`src/sst_pkg.sv`:
```
package sst_pkg;

    // ------------------------------------------------------------
    // Register map
    // ------------------------------------------------------------
    localparam int ADDR_W = 3;
    localparam int DATA_W = 8;
    localparam logic [2:0] OFF_TX_CTRL = 3'h0;
    localparam logic [2:0] OFF_RX_CTRL = 3'h1;
    localparam logic [2:0] OFF_TX_BUF = 3'h2;
    localparam logic [2:0] OFF_STATUS = 3'h3;
    localparam logic [2:0] OFF_MASK = 3'h4;
    localparam logic [2:0] OFF_INT_CTRL = 3'h5;
    localparam logic [2:0] OFF_FLAGS = 3'h6;

    // ------------------------------------------------------------
    // Field positions
    // ------------------------------------------------------------
    localparam int TXC_SYNC = 0;
    localparam int TXC_CLK_SRC = 1;
    localparam int TXC_NINE = 2;
    localparam int TXC_TX_EN = 3;
    localparam int TXC_NINTH = 4;
    localparam int TXC_ANALOG = 5;
    localparam int TXC_W = 6;
    localparam int RXC_SERIAL_PORT_ENABLE = 0;
    localparam int RXC_SINGLE = 1;
    localparam int RXC_CONT = 2;
    localparam int RXC_W = 3;
    localparam int INT_TRANSMIT_INTERRUPT_ENABLE = 0;
    localparam int INT_PERIPHERAL_INTERRUPT_ENABLE = 1;
    localparam int INT_GIE = 2;
    localparam int INT_W = 3;
    localparam int EVT_TX_EMPTY = 0;
    localparam int EVT_WORD_DONE = 1;
    localparam int EVT_W = 2;
    localparam int FLG_TX_EMPTY = 0;
    localparam int FLG_BUSY = 1;
    localparam int FLG_MODE = 2;
    localparam int FLG_W = 3;

    // ------------------------------------------------------------
    // Reset values and counts
    // ------------------------------------------------------------
    localparam logic [TXC_W-1:0] TX_CTRL_RST = 6'h00;
    localparam logic [RXC_W-1:0] RX_CTRL_RST = 3'h0;
    localparam logic [INT_W-1:0] INT_CTRL_RST = 3'h0;
    localparam logic [EVT_W-1:0] EVT_RST = 2'h0;
    localparam logic [3:0] BITS_EIGHT = 4'h8;
    localparam logic [3:0] BITS_NINE = 4'h9;
    localparam int WORD_W = 9;
    localparam int REF_CLK_PERIOD_NS = 40;

endpackage : sst_pkg

```
`src/shift_if.sv`:
```
interface shift_if;
    logic load;
    logic [8:0] word;
    logic nine;
    logic abort;
    logic shift_edge;
    logic busy;
    logic bit_out;
    logic done;

    modport ctrl (output load, output word, output nine, output abort, output shift_edge,
                  input busy, input bit_out, input done);
    modport shifter (input load, input word, input nine, input abort, input shift_edge,
                     output busy, output bit_out, output done);
endinterface : shift_if

```
`src/sync_slave_serial_transmit.sv`:
```
// What this block does
// - Sync-select bit 1 gives synchronous operation, 0 gives asynchronous.
// - Clock-source select 0 makes the synchronous port a slave of the clock pin.
// - Both receive enables 0 means transmit; either 1 means receive.
// - Serial port works only while the port enable bit is 1.
// - Slave transmit equals master transmit except for sleep behaviour.
// - First buffered word moves at once to the shift register and shifts.
// - Second word waits in the buffer; buffer-empty flag stays clear meanwhile.
// - After first word leaves, second loads, then buffer-empty flag sets.
// - Flag with both enables wakes from sleep; global enable also vectors.
// - Nine-bit select sends nine bits, ninth from the ninth-data bit.
// - Transmit only while enabled; writing the low byte starts it.
// - Ninth bit is sampled when the buffer write happens.
// - Clock pin is digital only while its analog select is clear.
//
// The strobed register port and the register addresses were chosen for this implementation.
module sync_slave_serial_transmit (
    input wire logic ref_clk_in,
    input wire logic srst_in,
    input wire logic [sst_pkg::ADDR_W-1:0] addr_in,
    input wire logic [sst_pkg::DATA_W-1:0] wdata_in,
    input wire logic wr_in,
    input wire logic rd_in,
    output logic [sst_pkg::DATA_W-1:0] rdata_out,
    input wire logic serial_clock_pin_in,
    input wire logic sleep_in,
    output logic data_pin_out,
    output logic data_pin_oe_n_out,
    output logic irq_out,
    output logic wake_out,
    output logic vector_out
);

    // ------------------------------------------------------------
    // State
    // ------------------------------------------------------------
    logic [sst_pkg::TXC_W-1:0] tx_ctrl_q;
    logic [sst_pkg::RXC_W-1:0] rx_ctrl_q;
    logic [sst_pkg::INT_W-1:0] int_ctrl_q;
    logic [sst_pkg::EVT_W-1:0] status_q;
    logic [sst_pkg::EVT_W-1:0] status_d;
    logic [sst_pkg::EVT_W-1:0] mask_q;
    logic [sst_pkg::WORD_W-1:0] buf_q;
    logic buf_full_q;
    logic tx_empty_q;
    logic ck_s1_q;
    logic ck_s2_q;
    logic ck_s3_q;
    logic [sst_pkg::DATA_W-1:0] rdata_q;
    logic data_q;
    logic oe_n_q;
    logic irq_q;
    logic wake_q;
    logic vector_q;

    shift_if sh_if ();

    shift_out_reg u_shift (
        .ref_clk_in(ref_clk_in),
        .srst_in(srst_in),
        .sh_if(sh_if.shifter)
    );

    // ------------------------------------------------------------
    // Mode decode
    // ------------------------------------------------------------
    wire sync_mode = tx_ctrl_q[sst_pkg::TXC_SYNC];
    wire slave_mode = sync_mode && !tx_ctrl_q[sst_pkg::TXC_CLK_SRC];
    wire tx_mode = !rx_ctrl_q[sst_pkg::RXC_SINGLE] && !rx_ctrl_q[sst_pkg::RXC_CONT];
    wire port_on = rx_ctrl_q[sst_pkg::RXC_SERIAL_PORT_ENABLE];
    wire slave_tx = slave_mode && tx_mode && port_on;
    // Same path whether awake or asleep; sleep only changes what the flag does
    wire tx_active = slave_tx && tx_ctrl_q[sst_pkg::TXC_TX_EN];

    // ------------------------------------------------------------
    // Register decode
    // ------------------------------------------------------------
    wire wr_tx_ctrl = wr_in && (addr_in == sst_pkg::OFF_TX_CTRL);
    wire wr_rx_ctrl = wr_in && (addr_in == sst_pkg::OFF_RX_CTRL);
    wire wr_tx_buf = wr_in && (addr_in == sst_pkg::OFF_TX_BUF);
    wire wr_status = wr_in && (addr_in == sst_pkg::OFF_STATUS);
    wire wr_mask = wr_in && (addr_in == sst_pkg::OFF_MASK);
    wire wr_int_ctrl = wr_in && (addr_in == sst_pkg::OFF_INT_CTRL);
    // A write while the buffer is still full is dropped, not overwritten
    wire buf_take = wr_tx_buf && tx_active && !buf_full_q;
    wire [sst_pkg::WORD_W-1:0] buf_word = {tx_ctrl_q[sst_pkg::TXC_NINTH], wdata_in};

    // ------------------------------------------------------------
    // Serial clock pin
    // ------------------------------------------------------------
    // Analog select forces the digital path low so no stray edges appear
    wire ck_digital = serial_clock_pin_in && !tx_ctrl_q[sst_pkg::TXC_ANALOG];
    wire ck_fall = ck_s3_q && !ck_s2_q;

    always_ff @(posedge ref_clk_in) begin
        if (srst_in) begin
            ck_s1_q <= 1'b0;
            ck_s2_q <= 1'b0;
            ck_s3_q <= 1'b0;
        end else begin
            ck_s1_q <= ck_digital;
            ck_s2_q <= ck_s1_q;
            ck_s3_q <= ck_s2_q;
        end
    end

    // ------------------------------------------------------------
    // Buffer to shift register hand-off
    // ------------------------------------------------------------
    wire load_now = buf_full_q && !sh_if.busy && tx_active;
    wire tx_empty_d = !buf_full_q || load_now;

    assign sh_if.load = load_now;
    assign sh_if.word = buf_q;
    assign sh_if.nine = tx_ctrl_q[sst_pkg::TXC_NINE];
    assign sh_if.abort = !tx_active;
    assign sh_if.shift_edge = ck_fall;

    always_ff @(posedge ref_clk_in) begin
        if (srst_in || !tx_active) begin
            buf_q <= 9'h000;
            buf_full_q <= 1'b0;
        end else if (buf_take) begin
            buf_q <= buf_word;
            buf_full_q <= 1'b1;
        end else if (load_now) begin
            buf_full_q <= 1'b0;
        end
    end

    always_ff @(posedge ref_clk_in) begin
        if (srst_in) begin
            tx_empty_q <= 1'b1;
        end else begin
            tx_empty_q <= tx_empty_d;
        end
    end

    // ------------------------------------------------------------
    // Control registers
    // ------------------------------------------------------------
    always_ff @(posedge ref_clk_in) begin
        if (srst_in) begin
            tx_ctrl_q <= sst_pkg::TX_CTRL_RST;
            rx_ctrl_q <= sst_pkg::RX_CTRL_RST;
            int_ctrl_q <= sst_pkg::INT_CTRL_RST;
            mask_q <= sst_pkg::EVT_RST;
        end else begin
            if (wr_tx_ctrl) begin
                tx_ctrl_q <= wdata_in[sst_pkg::TXC_W-1:0];
            end
            if (wr_rx_ctrl) begin
                rx_ctrl_q <= wdata_in[sst_pkg::RXC_W-1:0];
            end
            if (wr_int_ctrl) begin
                int_ctrl_q <= wdata_in[sst_pkg::INT_W-1:0];
            end
            if (wr_mask) begin
                mask_q <= wdata_in[sst_pkg::EVT_W-1:0];
            end
        end
    end

    // ------------------------------------------------------------
    // Events and interrupts
    // ------------------------------------------------------------
    wire [sst_pkg::EVT_W-1:0] evt;
    assign evt[sst_pkg::EVT_TX_EMPTY] = tx_empty_d && !tx_empty_q;
    assign evt[sst_pkg::EVT_WORD_DONE] = sh_if.done;
    // Set beats clear so an event in the clearing cycle survives
    wire [sst_pkg::EVT_W-1:0] clr = wr_status ? wdata_in[sst_pkg::EVT_W-1:0] : sst_pkg::EVT_RST;

    always_comb begin
        status_d = (status_q & ~clr) | evt;
    end

    wire int_armed = tx_empty_q && int_ctrl_q[sst_pkg::INT_TRANSMIT_INTERRUPT_ENABLE]
                     && int_ctrl_q[sst_pkg::INT_PERIPHERAL_INTERRUPT_ENABLE];
    wire wake_d = int_armed && sleep_in;
    wire vector_d = int_armed && int_ctrl_q[sst_pkg::INT_GIE];
    wire irq_d = |(status_q & mask_q);

    always_ff @(posedge ref_clk_in) begin
        if (srst_in) begin
            status_q <= sst_pkg::EVT_RST;
            irq_q <= 1'b0;
            wake_q <= 1'b0;
            vector_q <= 1'b0;
        end else begin
            status_q <= status_d;
            irq_q <= irq_d;
            wake_q <= wake_d;
            vector_q <= vector_d;
        end
    end

    // ------------------------------------------------------------
    // Read port
    // ------------------------------------------------------------
    wire [sst_pkg::FLG_W-1:0] flags;
    assign flags[sst_pkg::FLG_TX_EMPTY] = tx_empty_q;
    assign flags[sst_pkg::FLG_BUSY] = sh_if.busy;
    assign flags[sst_pkg::FLG_MODE] = slave_tx;

    wire [sst_pkg::DATA_W-1:0] rd_mux =
        (addr_in == sst_pkg::OFF_TX_CTRL) ? {2'h0, tx_ctrl_q} :
        (addr_in == sst_pkg::OFF_RX_CTRL) ? {5'h00, rx_ctrl_q} :
        (addr_in == sst_pkg::OFF_TX_BUF) ? buf_q[sst_pkg::DATA_W-1:0] :
        (addr_in == sst_pkg::OFF_STATUS) ? {6'h00, status_q} :
        (addr_in == sst_pkg::OFF_MASK) ? {6'h00, mask_q} :
        (addr_in == sst_pkg::OFF_INT_CTRL) ? {5'h00, int_ctrl_q} :
        (addr_in == sst_pkg::OFF_FLAGS) ? {5'h00, flags} : 8'h00;

    always_ff @(posedge ref_clk_in) begin
        if (srst_in) begin
            rdata_q <= 8'h00;
        end else begin
            rdata_q <= rd_in ? rd_mux : 8'h00;
        end
    end

    // ------------------------------------------------------------
    // Pins
    // ------------------------------------------------------------
    // Line is released whenever the slave is not the transmitter
    always_ff @(posedge ref_clk_in) begin
        if (srst_in) begin
            data_q <= 1'b0;
            oe_n_q <= 1'b1;
        end else begin
            // Gate on the mode too: the abort lands one edge late in the shifter
            data_q <= (sh_if.busy && tx_active) ? sh_if.bit_out : 1'b0;
            oe_n_q <= !tx_active;
        end
    end

    assign rdata_out = rdata_q;
    assign data_pin_out = data_q;
    assign data_pin_oe_n_out = oe_n_q;
    assign irq_out = irq_q;
    assign wake_out = wake_q;
    assign vector_out = vector_q;

endmodule : sync_slave_serial_transmit

```
`src/shift_out_reg.sv`:
```
module shift_out_reg (
    input wire logic ref_clk_in,
    input wire logic srst_in,
    shift_if.shifter sh_if
);

    typedef enum logic [1:0] {
        SH_IDLE = 2'b01,
        SH_SHIFT = 2'b10
    } shift_state_e;

    shift_state_e state_q;
    logic [sst_pkg::WORD_W-1:0] data_q;
    logic [3:0] cnt_q;
    logic done_q;

    always_ff @(posedge ref_clk_in) begin
        if (srst_in || sh_if.abort) begin
            state_q <= SH_IDLE;
            data_q <= 9'h000;
            cnt_q <= 4'h0;
            done_q <= 1'b0;
        end else begin
            done_q <= 1'b0;
            case (state_q)
                SH_IDLE: begin
                    if (sh_if.load) begin
                        data_q <= sh_if.word;
                        cnt_q <= sh_if.nine ? sst_pkg::BITS_NINE : sst_pkg::BITS_EIGHT;
                        state_q <= SH_SHIFT;
                    end
                end
                SH_SHIFT: begin
                    // Each master clock fall moves on one bit; the pin never clocks itself
                    if (sh_if.shift_edge) begin
                        if (cnt_q == 4'h1) begin
                            state_q <= SH_IDLE;
                            done_q <= 1'b1;
                        end else begin
                            data_q <= {1'b0, data_q[sst_pkg::WORD_W-1:1]};
                            cnt_q <= cnt_q - 4'h1;
                        end
                    end
                end
                default: begin
                    state_q <= SH_IDLE;
                end
            endcase
        end
    end

    assign sh_if.bit_out = data_q[0];
    assign sh_if.busy = (state_q == SH_SHIFT);
    assign sh_if.done = done_q;

endmodule : shift_out_reg

```
`config.mk`:
```
export PLATFORM = sky130hd
export DESIGN_NAME = sync_slave_serial_transmit
export DESIGN_NICKNAME = d
export VERILOG_FILES = /design/src/sst_pkg.sv /design/src/shift_if.sv /design/src/sync_slave_serial_transmit.sv /design/src/shift_out_reg.sv
export SDC_FILE = /design/constraint.sdc
export NUM_CORES = 1
export LEC_CHECK = 0
export ABC_AREA = 1
export BUFFER_PORTS_ARGS = -buffer_cell sky130_fd_sc_hd__buf_4
export CORE_ASPECT_RATIO = 1.1
export CORE_UTILIZATION = 60
export CTS_BUF_LIST = sky130_fd_sc_hd__clkbuf_8
export DETAILED_ROUTE_END_ITERATION = 10
export GPL_ROUTABILITY_DRIVEN = 0
export PLACE_DENSITY = 0.84
export SETUP_SLACK_MARGIN = 0.5
export SYNTH_ARGS = -nofsm -noshare
export SYNTH_HDL_FRONTEND = slang
export SYNTH_SLANG_ARGS = --single-unit
```
`constraint.sdc`:
```
create_clock -name ref_clk_in -period 3.3 [get_ports ref_clk_in]
set_input_delay 0.66 -clock ref_clk_in [delete_from_list [all_inputs] [get_ports ref_clk_in]]
set_output_delay 0.66 -clock ref_clk_in [all_outputs]
set_load 0.02 [all_outputs]
```
# [After elaboration in Yosys (flattened, before gate mapping)]
# Index checks and enable logic that the tools add are counted.
[totals] register_bits=59 inputBits=17 output_inout_bits=13 word_cells=112
[op_classes] n_addsub=1 n_eq_ne=13 n_mux=24 bitwise=8 reduce_logical=44
[op_table] operator="$mux W9" count=3
[op_table] operator="$logic_and A1 B1 Y1" count=23
[op_table] operator="$pmux W9 S2" count=1
[op_table] operator="$mux W3" count=4
[op_table] operator="$mux W4" count=3
[op_table] operator="$mux W6" count=2
[op_table] operator="$eq A3 B3 Y1 const B" count=3
[op_table] operator="$logic_not A1 Y1" count=9
[op_table] operator="$mux W2" count=4
[op_table] operator="$mux W8" count=1
[op_table] operator="$pmux W4 S2" count=1
[op_table] operator="$eq A3 B2 Y1 const B" count=2
[op_table] operator="$reduce_or A2 Y1" count=3
[op_table] operator="$and A2 B2 Y2" count=2
[op_table] operator="$eq A4 B1 Y1 const B" count=1
[op_table] operator="$mux W1" count=4
[op_table] operator="$ne A2 B1 Y1 const B" count=2
[op_table] operator="$ne A2 B2 Y1 const B" count=2
[op_table] operator="$not A1 Y1" count=4
[op_table] operator="$pmux W2 S2" count=1
[op_table] operator="$reduce_and A4 Y1" count=1
[op_table] operator="$reduce_bool A2 Y1" count=2
[op_table] operator="$reduce_or A4 Y1" count=1
[op_table] operator="$sub A4 B1 Y4 const B" count=1
[op_table] operator="9 further kinds" count=10

# [Depth between registers and ports, before layout]
[depth] word_depth=11 ltp_mapped=11 depth_no_buf=10

# [Modules after synthesis]
# A second synthesis with hierarchy kept.
[hier_totals] cells_unflattened=367 area_unflattened_um2=2637.5
[modules_own_cells] mod="sync_slave_serial_transmit" instances=1 cells_per_inst=227 area_per_inst_um2=1765.4
[modules_own_cells] mod="shift_out_reg" instances=1 cells_per_inst=140 area_per_inst_um2=872.1

# [Least setup slack after synthesis]
# OpenSTA, ideal clock, no wires.
[synth_path] path_kind="in2reg" startpoint="input addr_in[0] (netlist name)" endpoint="register tx_ctrl_q[1] (netlist name)" setup_ps=123 t_arrival_ps=1473 path_slack_ps=1704 stages=5 path_buffers=1 cell_sequence="buf_2 nor3_4 nand2_1 o21ai_0 a21oi_1"
[synth_via] elab_chain_cells=2
[synth_rtl] element="start, declared" line="sync_slave_serial_transmit.sv:20" text="input wire logic [sst_pkg::ADDR_W-1:0] addr_in,"
[synth_rtl] element="$logic_not A3 Y1" line="sync_slave_serial_transmit.sv:78" text="wire wr_tx_ctrl = wr_in && (addr_in == sst_pkg::OFF_TX_CTRL);"
[synth_rtl] element="$logic_and A1 B1 Y1" line="sync_slave_serial_transmit.sv:78"
[synth_rtl] element="end signal, assigned" line="sync_slave_serial_transmit.sv:144" text="tx_ctrl_q <= sst_pkg::TX_CTRL_RST;"
[synth_rtl] element="end signal, assigned" line="sync_slave_serial_transmit.sv:150" text="tx_ctrl_q <= wdata_in[sst_pkg::TXC_W-1:0];"
[synth_rtl] element="end, declared" line="sync_slave_serial_transmit.sv:37" text="logic [sst_pkg::TXC_W-1:0] tx_ctrl_q;"
# No other way between the ends.
# A chain may end at the register's enable or synchronous reset.

# [Worst setup path in the final report]
[layout_path] startpoint="register u_shift.state_q[0]" endpoint="register u_shift.cnt_q[1]"
[layout_via] elab_chain_cells=6
[layout_rtl] element="start, declared" line="shift_out_reg.sv:12" text="shift_state_e state_q;"
[layout_rtl] element="start signal, assigned" line="shift_out_reg.sv:19" text="state_q <= SH_IDLE;"
[layout_rtl] element="start signal, assigned" line="shift_out_reg.sv:30" text="state_q <= SH_SHIFT;"
[layout_rtl] element="start signal, assigned" line="shift_out_reg.sv:37" text="state_q <= SH_IDLE;"
[layout_rtl] element="$eq A2 B2 Y1" line="shift_out_reg.sv:25, shift_out_reg.sv:53"
[layout_rtl] element="$logic_not A1 Y1" line="sync_slave_serial_transmit.sv:110" text="wire load_now = buf_full_q && !sh_if.busy && tx_active;"
[layout_rtl] element="$logic_and A1 B1 Y1 (2 in series)" line="sync_slave_serial_transmit.sv:110"
[layout_rtl] element="$ne A2 B2 Y1 (no source line)"
[layout_rtl] element="$reduce_and A4 Y1 (no source line)"
[layout_rtl] element="end signal, assigned" line="shift_out_reg.sv:29" text="cnt_q <= sh_if.nine ? sst_pkg::BITS_NINE : sst_pkg::BITS_EIGHT;"
[layout_rtl] element="end signal, assigned" line="shift_out_reg.sv:41" text="cnt_q <= cnt_q - 4'h1;"
[layout_rtl] element="end, declared" line="shift_out_reg.sv:14" text="logic [3:0] cnt_q;"
# Parallel ways exist; a longest one is shown, timed or not.

==> impl_metrics.csv <==
group,metric,value,unit
pwr,vdd_ir_drop_max,0.000431,V
synth,ys_seq_area_frac,0.458,
sta,finalSetupViolCount,0,
synth,synth_edf_count,0,
min_path,hold_start,"ck_s1_q$_SDFF_PP0_",
synth,synth-xor-area-share,0.00340,
sta,grt_setup_unrepaired,"false",
clocking,clkTransAtPathRegs,0.07,ns
synth,muxShareOfSynthArea,0,
synth,syn_area_per_cell,7.51,um2
global_routing,grt_usage,0.289,
clocking,clock_latency,0.35,ns
synth,syn_nets,362,
synth,synth-seq-cells,59,
clocking,post_cts_buffers,0,
clocking,cts_buffer_depth,2,
synth,synth.largest_area_cell,"dfxtp_1",
placed_design,io_buffers,29,
drt,drc,0,
setup_path,critical-path-max-stage-delay,0.34,ns
sta,maxSlewHeadroom,0.603,
setup_path,worst_ep_required_time,3.55,ns
synth,synth-compound-area-share,0.134,
synth,synth.area.top_cells,"dfxtp_1 46%, nand2_1 11%, nor2_1 7.6%",
sta,setup_tns,0,ns
synth,synth.most_common_cell,"nand2_1",
synth,synthTopCellsByCount,"74 x nand2_1, 59 x dfxtp_1, 52 x nor2_1, 37 x inv_1, 32 x o21ai_0",
clocking,root_buffer,"clkbuf_8",
drt,drtIter0Drc,216,
setup_path,critPathTopFamily,"simple AND/OR/NAND/NOR gates",
setup_path,critical_path_buf_inv_count,3,
floorplan,coreArea,0.00402,mm2
synth,syn_inst,343,
min_path,worstHoldPathCells,2,
clocking,clock-sinks,59,
global_routing,grt_pass1_wl,9.86,mm
synth,ys_async_sr_fraction,0,
floorplan,die_x,64.5,um
setup_path,critPathArrivalTime,2.05,ns
setup_path,crit_top_cell,"nand2_1",
clocking,cts_hold_buffers,0,
synth,synth_top_family_by_area,"simple AND/OR/NAND/NOR gates",
min_path,hold_end,"ck_s2_q$_SDFF_PP0_",
flow_run,drv_cap,0,
clocking,cts-buffers-inserted,9,
drt,drtPass1Iterations,5,
clocking,cts_tree,"built",
final_layout,diodes,0,
sta,period_share,0.546,
sta,fmax,0.555,GHz
setup_path,cp.depth,10,
synth,synth-adder-area-share,0.00971,
setup_path,cp-end-kind,"register",
global_routing,grt_pass1_vias,2145,
clocking,h-tree-depth,3,
setup_path,cp_cell_sequence,"inv_2 > nand2_1 > inv_4 > nand2_2 > nand2_2 > nand3_4 > nand2_1 > nand2_1 > nand2_1 > inv_1",
sta,drv_slew,0,
setup_path,slowest_stage,"nand2_1",
floorplan,die_h,70.7,um
drt,routed_wl,5.85,mm
synth,yosys.area_share.simple,0.304,
floorplan,initial_core_util,0.640,
synth,synth_ff_type,"dfxtp_1",
setup_path,critPathLaunchType,"register",
floorplan,fp.dieArea,0.00456,mm2
sta,final.setup_skew,0.0104,ns
setup_path,r2r-end,"u_shift.cnt_q[1]$_SDFFE_PP0P_",
placed_design,dp_hpwl,3.90,mm
floorplan,rows,24,
setup_path,r2r.worst_path.cells,10,
placed_design,dp_slack,1.49,ns
floorplan,ios,30,
clocking,cts_resized,0,
sta,worst_slew_pin_slew,0.594,ns
final_layout,drive_gt1_frac,0.178,
global_routing,overflow,0,
setup_path,rr_startpoint,"u_shift.state_q[0]$_SDFFE_PP1P_",
sta,fin_ws,1.50,ns
sta,post-route-min-period,1.80,ns
final_layout,areaGrowthSynthToFinish,17.7,%
drt,ant_nets,0,
synth,syn_area,0.00258,mm2
drt,wl_per_cell,13.6,um
setup_path,crit_type,"register to register",
setup_path,reg2reg_setup_slack,1.50,ns
global_routing,antenna_found_initial,0,
synth,synth_top_area_frac,0.458,
min_path,hold_class,"register to register",
global_routing,grt_max_degree,25,
pwr,leakage,1.29,nW
status,status,"completed",
synth,synthDistinctLibCells,34,
drt,vias_per_cell,5.37,
synth,ys_warn_count,0,
final_layout,nets,391,
setup_path,critPathMaxFanout,22,
drt,vias,2305,
sta,final_hold_viol_count,0,
pwr,cellPowerDensity,532,mW/mm2
[placed cells by master, fill, tap and decap left out, drive strengths merged]
cell type	instances
inv	42
dfxtp	59
bufinv	3
nor3	3
a41oi	1
clkbuf	10
or2	1
clkinv	1
o21ai	35
nand4	5
nor2	57
nand3b	2
buf	29
nand3	16
ha	2
xnor2	1
a21oi	26
o221ai	1
nand2	79
o211ai	2
nor4	1
clkinvlp	1
[power by group]
part | switching (W) | leakage (nW) | internal [W]
logic | 0.0000420 | 0.693 | 0.0000245
clock network | 0.000300 | 0.123 | 0.000523
registers | 0.00000493 | 0.477 | 0.000719
total | 0.000347 | 1.29 | 0.00127
[metrics by stage]
stage	utilization	hold slack (ns)	std cells	power, W	instance area, um2
after global routing	0.753	0.435	429	0.00165	3030
final	0.753	0.414	429	0.00161	3030
after global placement	0.692	0.394	413	0.000804	2780
after detailed placement	0.692	0.398	413	0.000805	2780
after floorplan	-	0.388	343	0.000776	2580
after CTS	0.753	0.418	429	0.00162	3030
[routing by layer]
metal	track usage	routed length [um]	up-vias
met2	0.464	2700	95
met5	0	0	-
met3	0.0548	402	13
li1	-	-	1152
met4	0.163	153	0
met1	0.362	2590	1045
[how the worst max path moves through the flow]
stage / start / to
5_1_grt: u_shift.state_q[0]$_SDFFE_PP1P_ / u_shift.cnt_q[1]$_SDFFE_PP0P_
3_3_place_gp: addr_in[1] / rx_ctrl_q[0]$_SDFFE_PP0P_
2_1_floorplan: addr_in[0] / tx_ctrl_q[1]$_SDFFE_PP0P_
3_5_place_dp: addr_in[2] / buf_q[8]$_SDFFE_PP0P_
6_report: u_shift.state_q[0]$_SDFFE_PP1P_ / u_shift.cnt_q[1]$_SDFFE_PP0P_
4_1_cts: u_shift.state_q[0]$_SDFFE_PP1P_ / u_shift.cnt_q[1]$_SDFFE_PP0P_
[worst min-delay path: cells and delay by family (launching register included)]
family / cells / cell delay, ns
buffers and inverters: 1 / 0.04
flip-flops: 1 / 0.30
AND/OR/NAND/NOR: 1 / 0.03
[cell families (layout without fill, tap and decap cells)]
kind of cell    count (synthesis)  in the layout
fa+ha+maj                       2              2
xor+xnor                        1              1
compound gates                 65             65
simple gates                  164            164
flops                          59             59
buf+inv                        52             86
[flip-flops by register name, indices dropped and copies added, names as in the netlist, 2 cells and up]
name	count
u_shift.cnt_q	4
u_shift.state_q	2
tx_ctrl_q	6
u_shift.data_q	9
rdata_out	8
status_q	2
buf_q	9
int_ctrl_q	3
mask_q	2
rx_ctrl_q	3
[cell type report]
| cell class | count | area (um2) |
|---|---|---|
| flip-flops and latches | 59 | 1180 |
| multi-input cells | 232 | 1160 |
| fillers | 313 | 992 |
| repair buffers | 29 | 218 |
| inverters | 41 | 156 |
| clock buffers | 10 | 138 |
| clock inverters | 6 | 111 |
| well taps | 52 | 65.1 |
Power figures use the tool's default switching activity.
